## src/include/sdb_regs.svh

```systemverilog
// register map, field positions and link constants of the serial debug unit
`ifndef SDB_REGS_SVH
`define SDB_REGS_SVH
`define SDB_AW          8
`define SDB_OFF_CTRL    8'h00
`define SDB_OFF_STAT    8'h04
`define SDB_OFF_TXD     8'h08
`define SDB_OFF_RXD     8'h0c
`define SDB_OFF_CNTR    8'h10
`define SDB_OFF_BAUD    8'h14
`define SDB_CTRL_W      7
`define SDB_CTRL_RST    7'h00
`define SDB_CB_BRKEN    0
`define SDB_CB_LOOP     1
`define SDB_CB_HALT     2
`define SDB_CB_FULL     3
`define SDB_CB_HIGH     4
`define SDB_CB_MODE_LO  5
`define SDB_CB_MODE_HI  6
`define SDB_SB_LOOP     0
`define SDB_SB_HALT     1
`define SDB_SB_LOCK     2
`define SDB_SB_RXNE     3
`define SDB_SB_REJ      4
`define SDB_SB_TXB      5
`define SDB_BREAK_OP    8'h00
`define SDB_CMD_STAT    8'h5a
`define SDB_CAL_SHIFT   3
`define SDB_DIV_MIN     11'h008
`define SDB_DIV_MAX     11'h200
`define SDB_BREAK_BITS  17'h0000a
`define SDB_STOP_IDX    4'h9
`define SDB_CTR_ONE     16'h0001
`define SDB_RESP_OKAY   2'h0
`define SDB_RESP_SLVERR 2'h2
`endif

```

## src/include/sdb_pkg.sv

```systemverilog
// state and mode types of the serial debug unit
package sdb_pkg;
  typedef enum logic [1:0] {BD_RESET, BD_MEAS, BD_LOCK} sdb_baud_t;
  typedef enum logic [1:0] {RX_IDLE, RX_START, RX_DATA, RX_STOP} sdb_rx_t;
  typedef enum logic [1:0] {CM_CYCLES, CM_DOWN, CM_MATCH, CM_OFF} sdb_cmode_t;
endpackage

```

## src/sdb_fifo.sv

```systemverilog
// valid/ready fifo holding received link bytes
`timescale 1ns/10ps
module sdb_fifo #(
  parameter int W = 8,
  parameter int D = 32
) (
  input  wire logic         aclk,
  input  wire logic         aresetn,
  input  wire logic         in_valid,
  output logic              in_ready,
  input  wire logic [W-1:0] in_data,
  output logic              out_valid,
  input  wire logic         out_ready,
  output logic [W-1:0]      out_data
);
  localparam int AW = $clog2(D);
  logic [W-1:0]  mem [D];
  logic [AW-1:0] wp_q, wp_d, rp_q, rp_d;
  logic [AW:0]   cnt_q, cnt_d;
  logic          push, pop;
  // flags and pointer advance; depth is a power of two
  always_comb begin
    in_ready  = cnt_q != (AW+1)'(D);
    out_valid = cnt_q != '0;
    out_data  = mem[rp_q];
    push      = in_valid && in_ready;
    pop       = out_valid && out_ready;
    wp_d      = push ? wp_q + 1'b1 : wp_q;
    rp_d      = pop ? rp_q + 1'b1 : rp_q;
    cnt_d     = cnt_q + {{AW{1'b0}}, push} - {{AW{1'b0}}, pop};
  end
  // storage and pointers
  always_ff @(posedge aclk) begin
    if (push) begin
      mem[wp_q] <= in_data;
    end
    if (!aresetn) begin
      wp_q  <= '0;
      rp_q  <= '0;
      cnt_q <= '0;
    end else begin
      wp_q  <= wp_d;
      rp_q  <= rp_d;
      cnt_q <= cnt_d;
    end
  end
endmodule

```

## src/sdb_top.sv

```systemverilog
// serial debug unit: autobaud single-wire link, break control, counter, axi4-lite
//
// Summary of operation
// - ten low bit times reset baud detector
// - host sends 80H, low span sets rate
// - measurement overflow keeps detector in reset
// - bit period between 8 and 512 clocks
// - generator runs at the measured rate
// - full drive: both levels, start to mid-stop
// - high assist: drive high until seen/mid-bit
// - both options: one-clock high pulse per rise
// - breaks disabled: break opcode acts as nop
// - enabled break halts or loops per select
// - status shows looping, pollable over the link
// - return to looped break sets halt flag only with loop select clear
// - commands other than status rejected while looping, not halted
// - break opcode is 00H
// - 16-bit counter: cycles, countdown, pc match
// - cycle count runs only outside debug state
//
// Design decisions made here: the register offsets and the AXI4-Lite slave port.
`timescale 1ns/10ps
`include "sdb_regs.svh"
module sdb_top #(
  parameter int MW    = 14,
  parameter int BW    = 10,
  parameter int DEPTH = 32
) (
  input  wire logic              aclk,
  input  wire logic              aresetn,
  input  wire logic [`SDB_AW-1:0] awaddr,
  input  wire logic              awvalid,
  output logic                   awready,
  input  wire logic [31:0]       wdata,
  input  wire logic [3:0]        wstrb,
  input  wire logic              wvalid,
  output logic                   wready,
  output logic [1:0]             bresp,
  output logic                   bvalid,
  input  wire logic              bready,
  input  wire logic [`SDB_AW-1:0] araddr,
  input  wire logic              arvalid,
  output logic                   arready,
  output logic [31:0]            rdata,
  output logic [1:0]             rresp,
  output logic                   rvalid,
  input  wire logic              rready,
  input  wire logic              dbg_in,
  output logic                   dbg_out,
  output logic                   dbg_oe,
  input  wire logic              op_valid,
  input  wire logic [7:0]        op_code,
  input  wire logic [15:0]       op_pc,
  output logic                   cpu_halt,
  output logic                   cpu_loop
);
  import sdb_pkg::*;

  // link state
  logic            s1_q, s2_q, s3_q;
  sdb_baud_t       bst_q, bst_d;
  logic [MW-1:0]   mcnt_q, mcnt_d;
  logic [BW-1:0]   baud_q, baud_d;
  logic [16:0]     low_q, low_d;
  sdb_rx_t         rst_q, rst_d;
  logic [BW-1:0]   rph_q, rph_d;
  logic [2:0]      ridx_q, ridx_d;
  logic [7:0]      rsh_q, rsh_d;
  logic            tbusy_q, tbusy_d;
  logic [9:0]      tsh_q, tsh_d;
  logic [3:0]      tidx_q, tidx_d;
  logic [BW-1:0]   tph_q, tph_d;
  logic            tlast_q, tlast_d;
  logic            hiseen_q, hiseen_d;
  logic            pin_out_q, pin_out_d;
  logic            pin_oe_q, pin_oe_d;
  logic            rx_push, rej_evt, stat_go, drive, bitv;
  logic [MW-4:0]   div;
  logic [16:0]     brk_lim;
  logic [BW-1:0]   half;
  // core state
  logic [`SDB_CTRL_W-1:0] debug_control_reg_q, debug_control_reg_d;
  logic            loop_q, loop_d;
  logic [15:0]     lpc_q, lpc_d;
  logic [15:0]     debug_counter_q, debug_counter_d;
  logic            rej_q, rej_d;
  logic            awg_q, awg_d, wg_q, wg_d;
  logic [`SDB_AW-1:0] waddr_q, waddr_d;
  logic [31:0]     wdat_q, wdat_d;
  logic [3:0]      wstb_q, wstb_d;
  logic            awready_q, awready_d, wready_q, wready_d;
  logic            bvalid_q, bvalid_d, rvalid_q, rvalid_d, arready_q, arready_d;
  logic [1:0]      bresp_q, bresp_d, rresp_q, rresp_d;
  logic [31:0]     rdata_q, rdata_d, debug_status_reg;
  logic            wr_fire, hit, hset, sw_go, pop, fifo_ov, fifo_ir;
  logic [7:0]      fifo_od;
  sdb_cmode_t      cmode;

  // decoded address matches a mapped register
  function automatic logic known(input logic [`SDB_AW-1:0] a);
    known = a == `SDB_OFF_CTRL || a == `SDB_OFF_STAT || a == `SDB_OFF_TXD ||
            a == `SDB_OFF_RXD || a == `SDB_OFF_CNTR || a == `SDB_OFF_BAUD;
  endfunction

  assign div     = mcnt_q[MW-1:`SDB_CAL_SHIFT];
  assign brk_lim = 17'(baud_q) * `SDB_BREAK_BITS;
  assign half    = baud_q >> 1;
  assign bitv    = tsh_q[0];
  assign cmode   = sdb_cmode_t'(debug_control_reg_q[`SDB_CB_MODE_HI:`SDB_CB_MODE_LO]);

  // received bytes wait here for software
  sdb_fifo #(.W(8), .D(DEPTH)) u_fifo (
    .aclk      (aclk),
    .aresetn   (aresetn),
    .in_valid  (rx_push),
    .in_ready  (fifo_ir),
    .in_data   (rsh_q),
    .out_valid (fifo_ov),
    .out_ready (pop),
    .out_data  (fifo_od)
  );

  // status word, also the answer to the link status command
  always_comb begin
    debug_status_reg = '0;
    debug_status_reg[`SDB_SB_LOOP] = loop_q;
    debug_status_reg[`SDB_SB_HALT] = debug_control_reg_q[`SDB_CB_HALT];
    debug_status_reg[`SDB_SB_LOCK] = bst_q == BD_LOCK;
    debug_status_reg[`SDB_SB_RXNE] = fifo_ov;
    debug_status_reg[`SDB_SB_REJ]  = rej_q;
    debug_status_reg[`SDB_SB_TXB]  = tbusy_q;
  end

  // link next state: autobaud, receiver, transmitter, pin drive
  always_comb begin
    bst_d    = bst_q;
    mcnt_d   = mcnt_q;
    baud_d   = baud_q;
    low_d    = low_q;
    rst_d    = rst_q;
    rph_d    = rph_q;
    ridx_d   = ridx_q;
    rsh_d    = rsh_q;
    tbusy_d  = tbusy_q;
    tsh_d    = tsh_q;
    tidx_d   = tidx_q;
    tph_d    = tph_q;
    tlast_d  = tlast_q;
    rx_push  = 1'b0;
    rej_evt  = 1'b0;
    stat_go  = 1'b0;
    unique case (bst_q)
      BD_RESET: if (s3_q && !s2_q) begin
        bst_d  = BD_MEAS;
        mcnt_d = MW'(1'b1); // the detecting cycle is already low
      end
      BD_MEAS: if (&mcnt_q) begin
        bst_d = BD_RESET;
      end else if (s2_q) begin
        if (div < `SDB_DIV_MIN || div > `SDB_DIV_MAX) begin
          bst_d = BD_RESET;
        end else begin
          bst_d  = BD_LOCK;
          baud_d = div[BW-1:0];
          low_d  = '0;
        end
      end else begin
        mcnt_d = mcnt_q + 1'b1;
      end
      BD_LOCK: begin
        low_d = s2_q ? '0 : low_q + 1'b1;
        if (!s2_q && low_q == brk_lim) begin
          bst_d = BD_RESET;
        end
      end
    endcase
    unique case (rst_q)
      RX_IDLE: if (bst_q == BD_LOCK && !tbusy_q && s3_q && !s2_q) begin
        rst_d = RX_START;
        rph_d = '0;
      end
      RX_START: if (rph_q == half) begin
        rph_d  = '0;
        ridx_d = '0;
        rst_d  = s2_q ? RX_IDLE : RX_DATA;
      end else begin
        rph_d = rph_q + 1'b1;
      end
      RX_DATA: if (rph_q == baud_q - 1'b1) begin
        rph_d  = '0;
        rsh_d  = {s2_q, rsh_q[7:1]};
        ridx_d = ridx_q + 1'b1;
        if (&ridx_q) begin
          rst_d = RX_STOP;
        end
      end else begin
        rph_d = rph_q + 1'b1;
      end
      RX_STOP: if (rph_q != baud_q - 1'b1) begin
        rph_d = rph_q + 1'b1;
      end else if (rsh_q == `SDB_CMD_STAT) begin
        stat_go = !tbusy_q;
        rst_d   = RX_IDLE;
      end else if (loop_q && !debug_control_reg_q[`SDB_CB_HALT]) begin
        rej_evt = 1'b1;
        rst_d   = RX_IDLE;
      end else begin
        rx_push = 1'b1;
        if (fifo_ir) begin
          rst_d = RX_IDLE;
        end
      end
    endcase
    if (bst_d != BD_LOCK) begin
      rst_d = RX_IDLE;
    end
    if (!tbusy_q) begin
      if (bst_q == BD_LOCK && (stat_go || sw_go)) begin
        tbusy_d = 1'b1;
        tsh_d   = {1'b1, stat_go ? debug_status_reg[7:0] : wdat_q[7:0], 1'b0};
        tidx_d  = '0;
        tph_d   = '0;
        tlast_d = 1'b1;
      end
    end else if (tph_q == baud_q - 1'b1) begin
      tph_d   = '0;
      tlast_d = bitv;
      tsh_d   = {1'b1, tsh_q[9:1]};
      tidx_d  = tidx_q + 1'b1;
      if (tidx_q == `SDB_STOP_IDX) begin
        tbusy_d = 1'b0;
      end
    end else begin
      tph_d = tph_q + 1'b1;
    end
    hiseen_d  = (tph_d == '0) ? 1'b0 : hiseen_q | s2_q;
    // drive ends at mid stop bit
    drive     = tbusy_q && (tidx_q != `SDB_STOP_IDX || tph_q < half);
    pin_out_d = bitv;
    unique case ({debug_control_reg_q[`SDB_CB_FULL], debug_control_reg_q[`SDB_CB_HIGH]})
      2'b11: pin_oe_d = drive && (!bitv || (!tlast_q && tph_q == '0));
      2'b10: pin_oe_d = drive;
      2'b01: pin_oe_d = drive && (!bitv || (tph_q < half && !hiseen_q));
      2'b00: pin_oe_d = drive && !bitv;
    endcase
  end

  // link registers
  always_ff @(posedge aclk) begin
    s1_q <= dbg_in;
    s2_q <= s1_q;
    s3_q <= s2_q;
    if (!aresetn) begin
      bst_q     <= BD_RESET;
      mcnt_q    <= '0;
      baud_q    <= '0;
      low_q     <= '0;
      rst_q     <= RX_IDLE;
      rph_q     <= '0;
      ridx_q    <= '0;
      rsh_q     <= '0;
      tbusy_q   <= 1'b0;
      tsh_q     <= '1;
      tidx_q    <= '0;
      tph_q     <= '0;
      tlast_q   <= 1'b1;
      hiseen_q  <= 1'b0;
      pin_out_q <= 1'b0;
      pin_oe_q  <= 1'b0;
    end else begin
      bst_q     <= bst_d;
      mcnt_q    <= mcnt_d;
      baud_q    <= baud_d;
      low_q     <= low_d;
      rst_q     <= rst_d;
      rph_q     <= rph_d;
      ridx_q    <= ridx_d;
      rsh_q     <= rsh_d;
      tbusy_q   <= tbusy_d;
      tsh_q     <= tsh_d;
      tidx_q    <= tidx_d;
      tph_q     <= tph_d;
      tlast_q   <= tlast_d;
      hiseen_q  <= hiseen_d;
      pin_out_q <= pin_out_d;
      pin_oe_q  <= pin_oe_d;
    end
  end

  // core next state: bus slave, break control, counter
  always_comb begin
    awg_d   = awg_q;
    wg_d    = wg_q;
    waddr_d = waddr_q;
    wdat_d  = wdat_q;
    wstb_d  = wstb_q;
    bvalid_d = bvalid_q && !bready;
    bresp_d  = bresp_q;
    rvalid_d = rvalid_q && !rready;
    rresp_d  = rresp_q;
    rdata_d  = rdata_q;
    pop      = 1'b0;
    debug_control_reg_d = debug_control_reg_q;
    loop_d  = loop_q;
    lpc_d   = lpc_q;
    debug_counter_d = debug_counter_q;
    rej_d   = rej_q;
    hset    = 1'b0;
    if (awvalid && awready_q) begin
      awg_d   = 1'b1;
      waddr_d = awaddr;
    end
    if (wvalid && wready_q) begin
      wg_d   = 1'b1;
      wdat_d = wdata;
      wstb_d = wstrb;
    end
    wr_fire = awg_q && wg_q && !bvalid_q;
    sw_go   = wr_fire && waddr_q == `SDB_OFF_TXD && wstb_q[0];
    if (wr_fire) begin
      awg_d    = 1'b0;
      wg_d     = 1'b0;
      bvalid_d = 1'b1;
      bresp_d  = known(waddr_q) ? `SDB_RESP_OKAY : `SDB_RESP_SLVERR;
    end
    if (arvalid && arready_q) begin
      rvalid_d = 1'b1;
      rresp_d  = known(araddr) ? `SDB_RESP_OKAY : `SDB_RESP_SLVERR;
      rdata_d  = '0;
      unique case (1'b1)
        araddr == `SDB_OFF_CTRL: rdata_d[`SDB_CTRL_W-1:0] = debug_control_reg_q;
        araddr == `SDB_OFF_STAT: rdata_d = debug_status_reg;
        araddr == `SDB_OFF_RXD:  rdata_d[7:0] = fifo_ov ? fifo_od : 8'h00;
        araddr == `SDB_OFF_CNTR: rdata_d[15:0] = debug_counter_q;
        araddr == `SDB_OFF_BAUD: rdata_d[BW-1:0] = baud_q;
        default: rdata_d = '0;
      endcase
      pop = araddr == `SDB_OFF_RXD && fifo_ov;
    end
    awready_d = !awg_d && !bvalid_d;
    wready_d  = !wg_d && !bvalid_d;
    arready_d = !rvalid_d;
    hit = op_valid && op_code == `SDB_BREAK_OP && debug_control_reg_q[`SDB_CB_BRKEN];
    if (hit && !debug_control_reg_q[`SDB_CB_HALT]) begin
      if (debug_control_reg_q[`SDB_CB_LOOP] && (!loop_q || op_pc == lpc_q)) begin
        loop_d = 1'b1;
        lpc_d  = op_pc;
      end else begin
        hset = 1'b1;
      end
    end
    if (!debug_control_reg_q[`SDB_CB_HALT]) begin
      unique case (cmode)
        CM_CYCLES: debug_counter_d = debug_counter_q + 1'b1;
        CM_DOWN: if (debug_control_reg_q[`SDB_CB_BRKEN]) begin
          debug_counter_d = debug_counter_q - 1'b1;
          hset = hset || debug_counter_q == `SDB_CTR_ONE;
        end
        CM_MATCH: hset = hset || (debug_control_reg_q[`SDB_CB_BRKEN] && op_valid &&
                                  op_pc == debug_counter_q);
        CM_OFF: hset = hset;
      endcase
    end
    if (wr_fire && waddr_q == `SDB_OFF_CTRL && wstb_q[0]) begin
      debug_control_reg_d = wdat_q[`SDB_CTRL_W-1:0];
    end
    if (wr_fire && waddr_q == `SDB_OFF_CNTR) begin
      debug_counter_d[7:0]  = wstb_q[0] ? wdat_q[7:0] : debug_counter_d[7:0];
      debug_counter_d[15:8] = wstb_q[1] ? wdat_q[15:8] : debug_counter_d[15:8];
    end
    if (wr_fire && waddr_q == `SDB_OFF_STAT && wstb_q[0] && wdat_q[`SDB_SB_REJ]) begin
      rej_d = 1'b0;
    end
    // hardware sets win over software clears
    rej_d = rej_d | rej_evt;
    if (hset) begin
      debug_control_reg_d[`SDB_CB_HALT] = 1'b1;
    end
    if (debug_control_reg_d[`SDB_CB_HALT]) begin
      loop_d = 1'b0;
    end
  end

  // core registers
  always_ff @(posedge aclk) begin
    if (!aresetn) begin
      awg_q     <= 1'b0;
      wg_q      <= 1'b0;
      waddr_q   <= '0;
      wdat_q    <= '0;
      wstb_q    <= '0;
      awready_q <= 1'b0;
      wready_q  <= 1'b0;
      bvalid_q  <= 1'b0;
      bresp_q   <= `SDB_RESP_OKAY;
      arready_q <= 1'b0;
      rvalid_q  <= 1'b0;
      rresp_q   <= `SDB_RESP_OKAY;
      rdata_q   <= '0;
      debug_control_reg_q <= `SDB_CTRL_RST;
      loop_q    <= 1'b0;
      lpc_q     <= '0;
      debug_counter_q <= '0;
      rej_q     <= 1'b0;
    end else begin
      awg_q     <= awg_d;
      wg_q      <= wg_d;
      waddr_q   <= waddr_d;
      wdat_q    <= wdat_d;
      wstb_q    <= wstb_d;
      awready_q <= awready_d;
      wready_q  <= wready_d;
      bvalid_q  <= bvalid_d;
      bresp_q   <= bresp_d;
      arready_q <= arready_d;
      rvalid_q  <= rvalid_d;
      rresp_q   <= rresp_d;
      rdata_q   <= rdata_d;
      debug_control_reg_q <= debug_control_reg_d;
      loop_q    <= loop_d;
      lpc_q     <= lpc_d;
      debug_counter_q <= debug_counter_d;
      rej_q     <= rej_d;
    end
  end

  // outputs straight from flops
  assign awready  = awready_q;
  assign wready   = wready_q;
  assign bvalid   = bvalid_q;
  assign bresp    = bresp_q;
  assign arready  = arready_q;
  assign rvalid   = rvalid_q;
  assign rresp    = rresp_q;
  assign rdata    = rdata_q;
  assign dbg_out  = pin_out_q;
  assign dbg_oe   = pin_oe_q;
  assign cpu_halt = debug_control_reg_q[`SDB_CB_HALT];
  assign cpu_loop = loop_q;
endmodule

```

## config.mk

```make
export PLATFORM = sky130hd
export DESIGN_NAME = sdb_top
export DESIGN_NICKNAME = d
export VERILOG_FILES = /design/src/include/sdb_pkg.sv /design/src/sdb_fifo.sv /design/src/sdb_top.sv
export VERILOG_INCLUDE_DIRS = /design/src /design/src/include
export SDC_FILE = /design/constraint.sdc
export NUM_CORES = 1
export LEC_CHECK = 0
export ABC_AREA = 1
export BUFFER_PORTS_ARGS = -buffer_cell sky130_fd_sc_hd__buf_2
export CORE_MARGIN = 2
export CORE_UTILIZATION = 51
export DETAILED_ROUTE_END_ITERATION = 16
export PLACE_DENSITY = 0.8
export SYNTH_ARGS = -nofsm -noshare
export SYNTH_HDL_FRONTEND = slang
export SYNTH_HIERARCHICAL = 1
export SYNTH_SLANG_ARGS = --single-unit
```

## constraint.sdc

```tcl
create_clock -name aclk -period 3.6 [get_ports aclk]
set_input_delay 0.72 -clock aclk [delete_from_list [all_inputs] [get_ports aclk]]
set_output_delay 0.72 -clock aclk [all_outputs]
set_load 0.02 [all_outputs]
```

==> out/metrics.csv <==
stage;metric;value;unit
yosys;synth_seq_cells;466;
routing;num_vias;19459;
yosys;synth_top_cell_by_area;edfxtp_1;
global_route;antenna_found_initial;0;
global_route;track_usage;0.251;
placed_design;io_buffers;93;
timing;skew;0.0175;ns
yosys;synth_seq_area_share;0.520;
critical_path;r2r_slack;0.32;ns
global_route;grt.overflow.total;0;
global_route;grt_pass1_vias;18581;
power;comb_power_share;0.050;
die;die_w;216;um
cts;cts_setup_buffers;0;
cells_and_area;drive_gt1_frac;0.101;
timing;worst_pin_slew;1.20;ns
routing;vias_per_cell;5.65;
die;die-area;0.0465;mm^2
yosys;yosysWarnings;6;
critical_path;crit_path_max_fanout;6;
die;coreArea;0.0442;mm^2
yosys;synth_area_leaders;edfxtp_1, dfxtp_1, nand2_1;
power;p_switching;2.52;mW
routing;ant_nets;0;
cells_and_area;nFillCells;3730;
power;p_per_area;437;mW/mm^2
yosys;synth_edf_count;256;
hold_path;min_path_type;in -> reg;
cts;cts_buffers;48;
power;p_clk_frac;0.442;
cts;cts_tree;yes;
timing;slew_viol_final;0;
timing;rsz0062_at_grt;false;
die;die_y;216;um
yosys;yosys_most_used_dff;edfxtp_1;
yosys;avgSynthCellArea;8.46;um^2
cells_and_area;seqCellArea;0.0119;mm^2
cts;clk_root_buffer_cell;clkbuf_16;
cts;htreeDepth;2;
yosys;synth_top_area_share;0.336;
timing;hold_viol;0;
placed_design;pre_cts_slack;0.0195;ns
placed_design;post_dp_cell_area;0.0239;mm^2
power;cellLeakagePower;10.1;nW
timing;slew_headroom;0.202;
timing;fmax;0.304;GHz
power;swShare;0.226;
cells_and_area;multiInputGateArea;0.00937;mm^2
timing;final-setup-viol-count;0;
critical_path;endpoint_kind;register;
placed_design;gp_routability_congestion;0.974;
cells_and_area;nets;2954;
cts;cts.path.max_buffers;3;
yosys;synth_cell_types;60;
yosys;syn_area;0.0228;mm^2
power;internal-power;8.64;mW
flow_run;maxCapViolations;0;
timing;fin_tns_setup;0;ns
timing;period_minus_slack;3.28;ns
power;seqPwrFrac;0.508;
cts;clock_latency;0.58;ns
cts;clk_pin_slew;0.06;ns
cts;cts.sinks;466;
yosys;async_flop_share;0;
timing;holdWs;0.246;ns
routing;wl_per_cell;17.2;um
routing;drtIter0Drc;1937;
power;vdd.ir_drop.worst;0.383;mV
die;start_util;0.517;
routing;wl;59200;um
routing;drc;0;
global_route;grt_pass1_wl;94700;um
timing;layout_setup_ws;0.315;ns
timing;timing.final.crit_share;0.912;
routing;dr.pass1.iters;8;
critical_path;required;4.11;ns
placed_design;dp_hpwl;40000;um
yosys;synthCells;2701;
critical_path;path_class;reg -> reg;
critical_path;crit_path_start_kind;register;
global_route;grt_max_degree;88;
critical_path;worst-endpoint-arrival;3.79;ns
die;pin_count;130;
cells_and_area;syn_to_final_growth;11.8;%
cells_and_area;finalInstanceArea;0.0255;mm^2
die;num_rows;77;
outcome;status;finished, final reports clean;
==> path summary, 6_finish.rpt <==
kind	from	to	cells past startpoint
worst max-delay path	baud_q[3]$_SDFFE_PN0P_	u_fifo/cnt_q[4]$_SDFF_PN0_	19
worst min-delay path	dbg_in	s1_q$_DFF_P_	1
worst max register to register	baud_q[3]$_SDFFE_PN0P_	u_fifo/cnt_q[4]$_SDFF_PN0_	19
worst min register to register	s1_q$_DFF_P_	s2_q$_DFF_P_	0
==> critical path: stages (launching register included) <==
cell and delay (ns):
dfxtp_1 0.41, nor2_1 0.16, nand2_1 0.11, nand2_1 0.13, nand2_1 0.08, nand2_1 0.06
nand2_1 0.06, nor2_1 0.17, nand3_2 0.13, nor3_4 0.18, nor3b_2 0.22, nand2_2 0.08
ha_1 0.29, inv_1 0.06, ha_2 0.18, inv_1 0.06, fa_2 0.36, o31ai_2 0.22
o21ai_0 0.11, a21oi_1 0.15
==> area by class of cell <==
type                    instances  share of cell area
multi-input cells            1883               0.367
flip-flops and latches        466               0.466
clock inverters                28              0.0108
diodes                          1           0.0000980
repair buffers                171              0.0417
clock buffers                  61              0.0505
well taps                     592              0.0290
inverters                     240              0.0353
==> logic make-up after synthesis <==
logic type,Yosys count,share of synthesized area
mux,2,0.000876
buf+inv,369,0.0740
simple gates,1339,0.250
xor+xnor,50,0.0192
flops,466,0.520
compound gates,415,0.103
other cells,1,0.000164
fa+ha+maj,59,0.0330
==> registers in the layout (all words and copies together), names as in the netlist, 7 cells and up, named ones only <==
register             flops
u_fifo/mem             256
low_q                   17
debug_counter_q         16
lpc_q                   16
rdata                   16
wdat_q                  16
mcnt_q                  14
baud_q                  10
rph_q                   10
tph_q                   10
tsh_q                    9
rsh_q                    8
waddr_q                  8
debug_control_reg_q      7
==> synthesized netlist by cell type (all sizes together), types with 19 or more instances <==
cell	instances
nand2	688
inv	234
xnor2	19
nor2	257
edfxtp	256
a31oi	22
buf	70
nor3	31
xor2	31
nand4	38
o21ai	153
a211oi	19
a21oi	152
ha	57
nand3	291
dfxtp	210
o22ai	21
clkbuf	59
==> per-layer routing <==
| metal | global-route usage | routed length, um | part of all wire | vias up |
|---|---|---|---|---|
| met2 | 0.419 | 28200 | 0.48 | 860 |
| met3 | 0.0365 | 4750 | 0.080 | 132 |
| met4 | 0.0910 | 1930 | 0.033 | 0 |
| met1 | 0.333 | 24300 | 0.41 | 9145 |
| li1 | - | - | - | 9322 |
| met5 | 0 | 0 | 0 | - |
==> repair_timing <==
item / CTS / global route
endpoints found under the setup margin: 0 / 2
hold buffers: 0 / 0
gates resized for setup: 0 / 8
==> cell usage in the layout (no fill, tap or decap), types with 31 or more instances in the layout <==
cell / count
a21oi_1: 149
buf_2: 92
buf_4: 78
clkbuf_16: 48
dfxtp_1: 208
edfxtp_1: 256
ha_1: 55
inv_1: 223
nand2_1: 679
nand3_1: 288
nand4_1: 38
nor2_1: 252
o21ai_0: 147
xor2_1: 31
==> power groups by stage <==
| stage | Sequential [mW] | Combinational [mW] | Clock [mW] |
|---|---|---|---|
| 2_1_floorplan | 5.78 | 0.370 | 0 |
| 3_3_place_gp | 5.78 | 0.534 | 0 |
| 3_5_place_dp | 5.78 | 0.549 | 0 |
| 4_1_cts | 5.67 | 0.553 | 4.99 |
| 5_1_grt | 5.67 | 0.621 | 5.19 |
| 6_report | 5.67 | 0.557 | 4.93 |
==> through the flow <==
step / total power, mW / std cells / utilization
after floorplan: 6.15 / 2718 / -
after detailed placement: 6.33 / 3352 / 0.541
final: 11.2 / 3442 / 0.578
after global placement: 6.31 / 3352 / 0.541
after CTS: 11.2 / 3441 / 0.577
after global routing: 11.5 / 3441 / 0.577
Note: power is estimated with default switching activity, not from simulation.
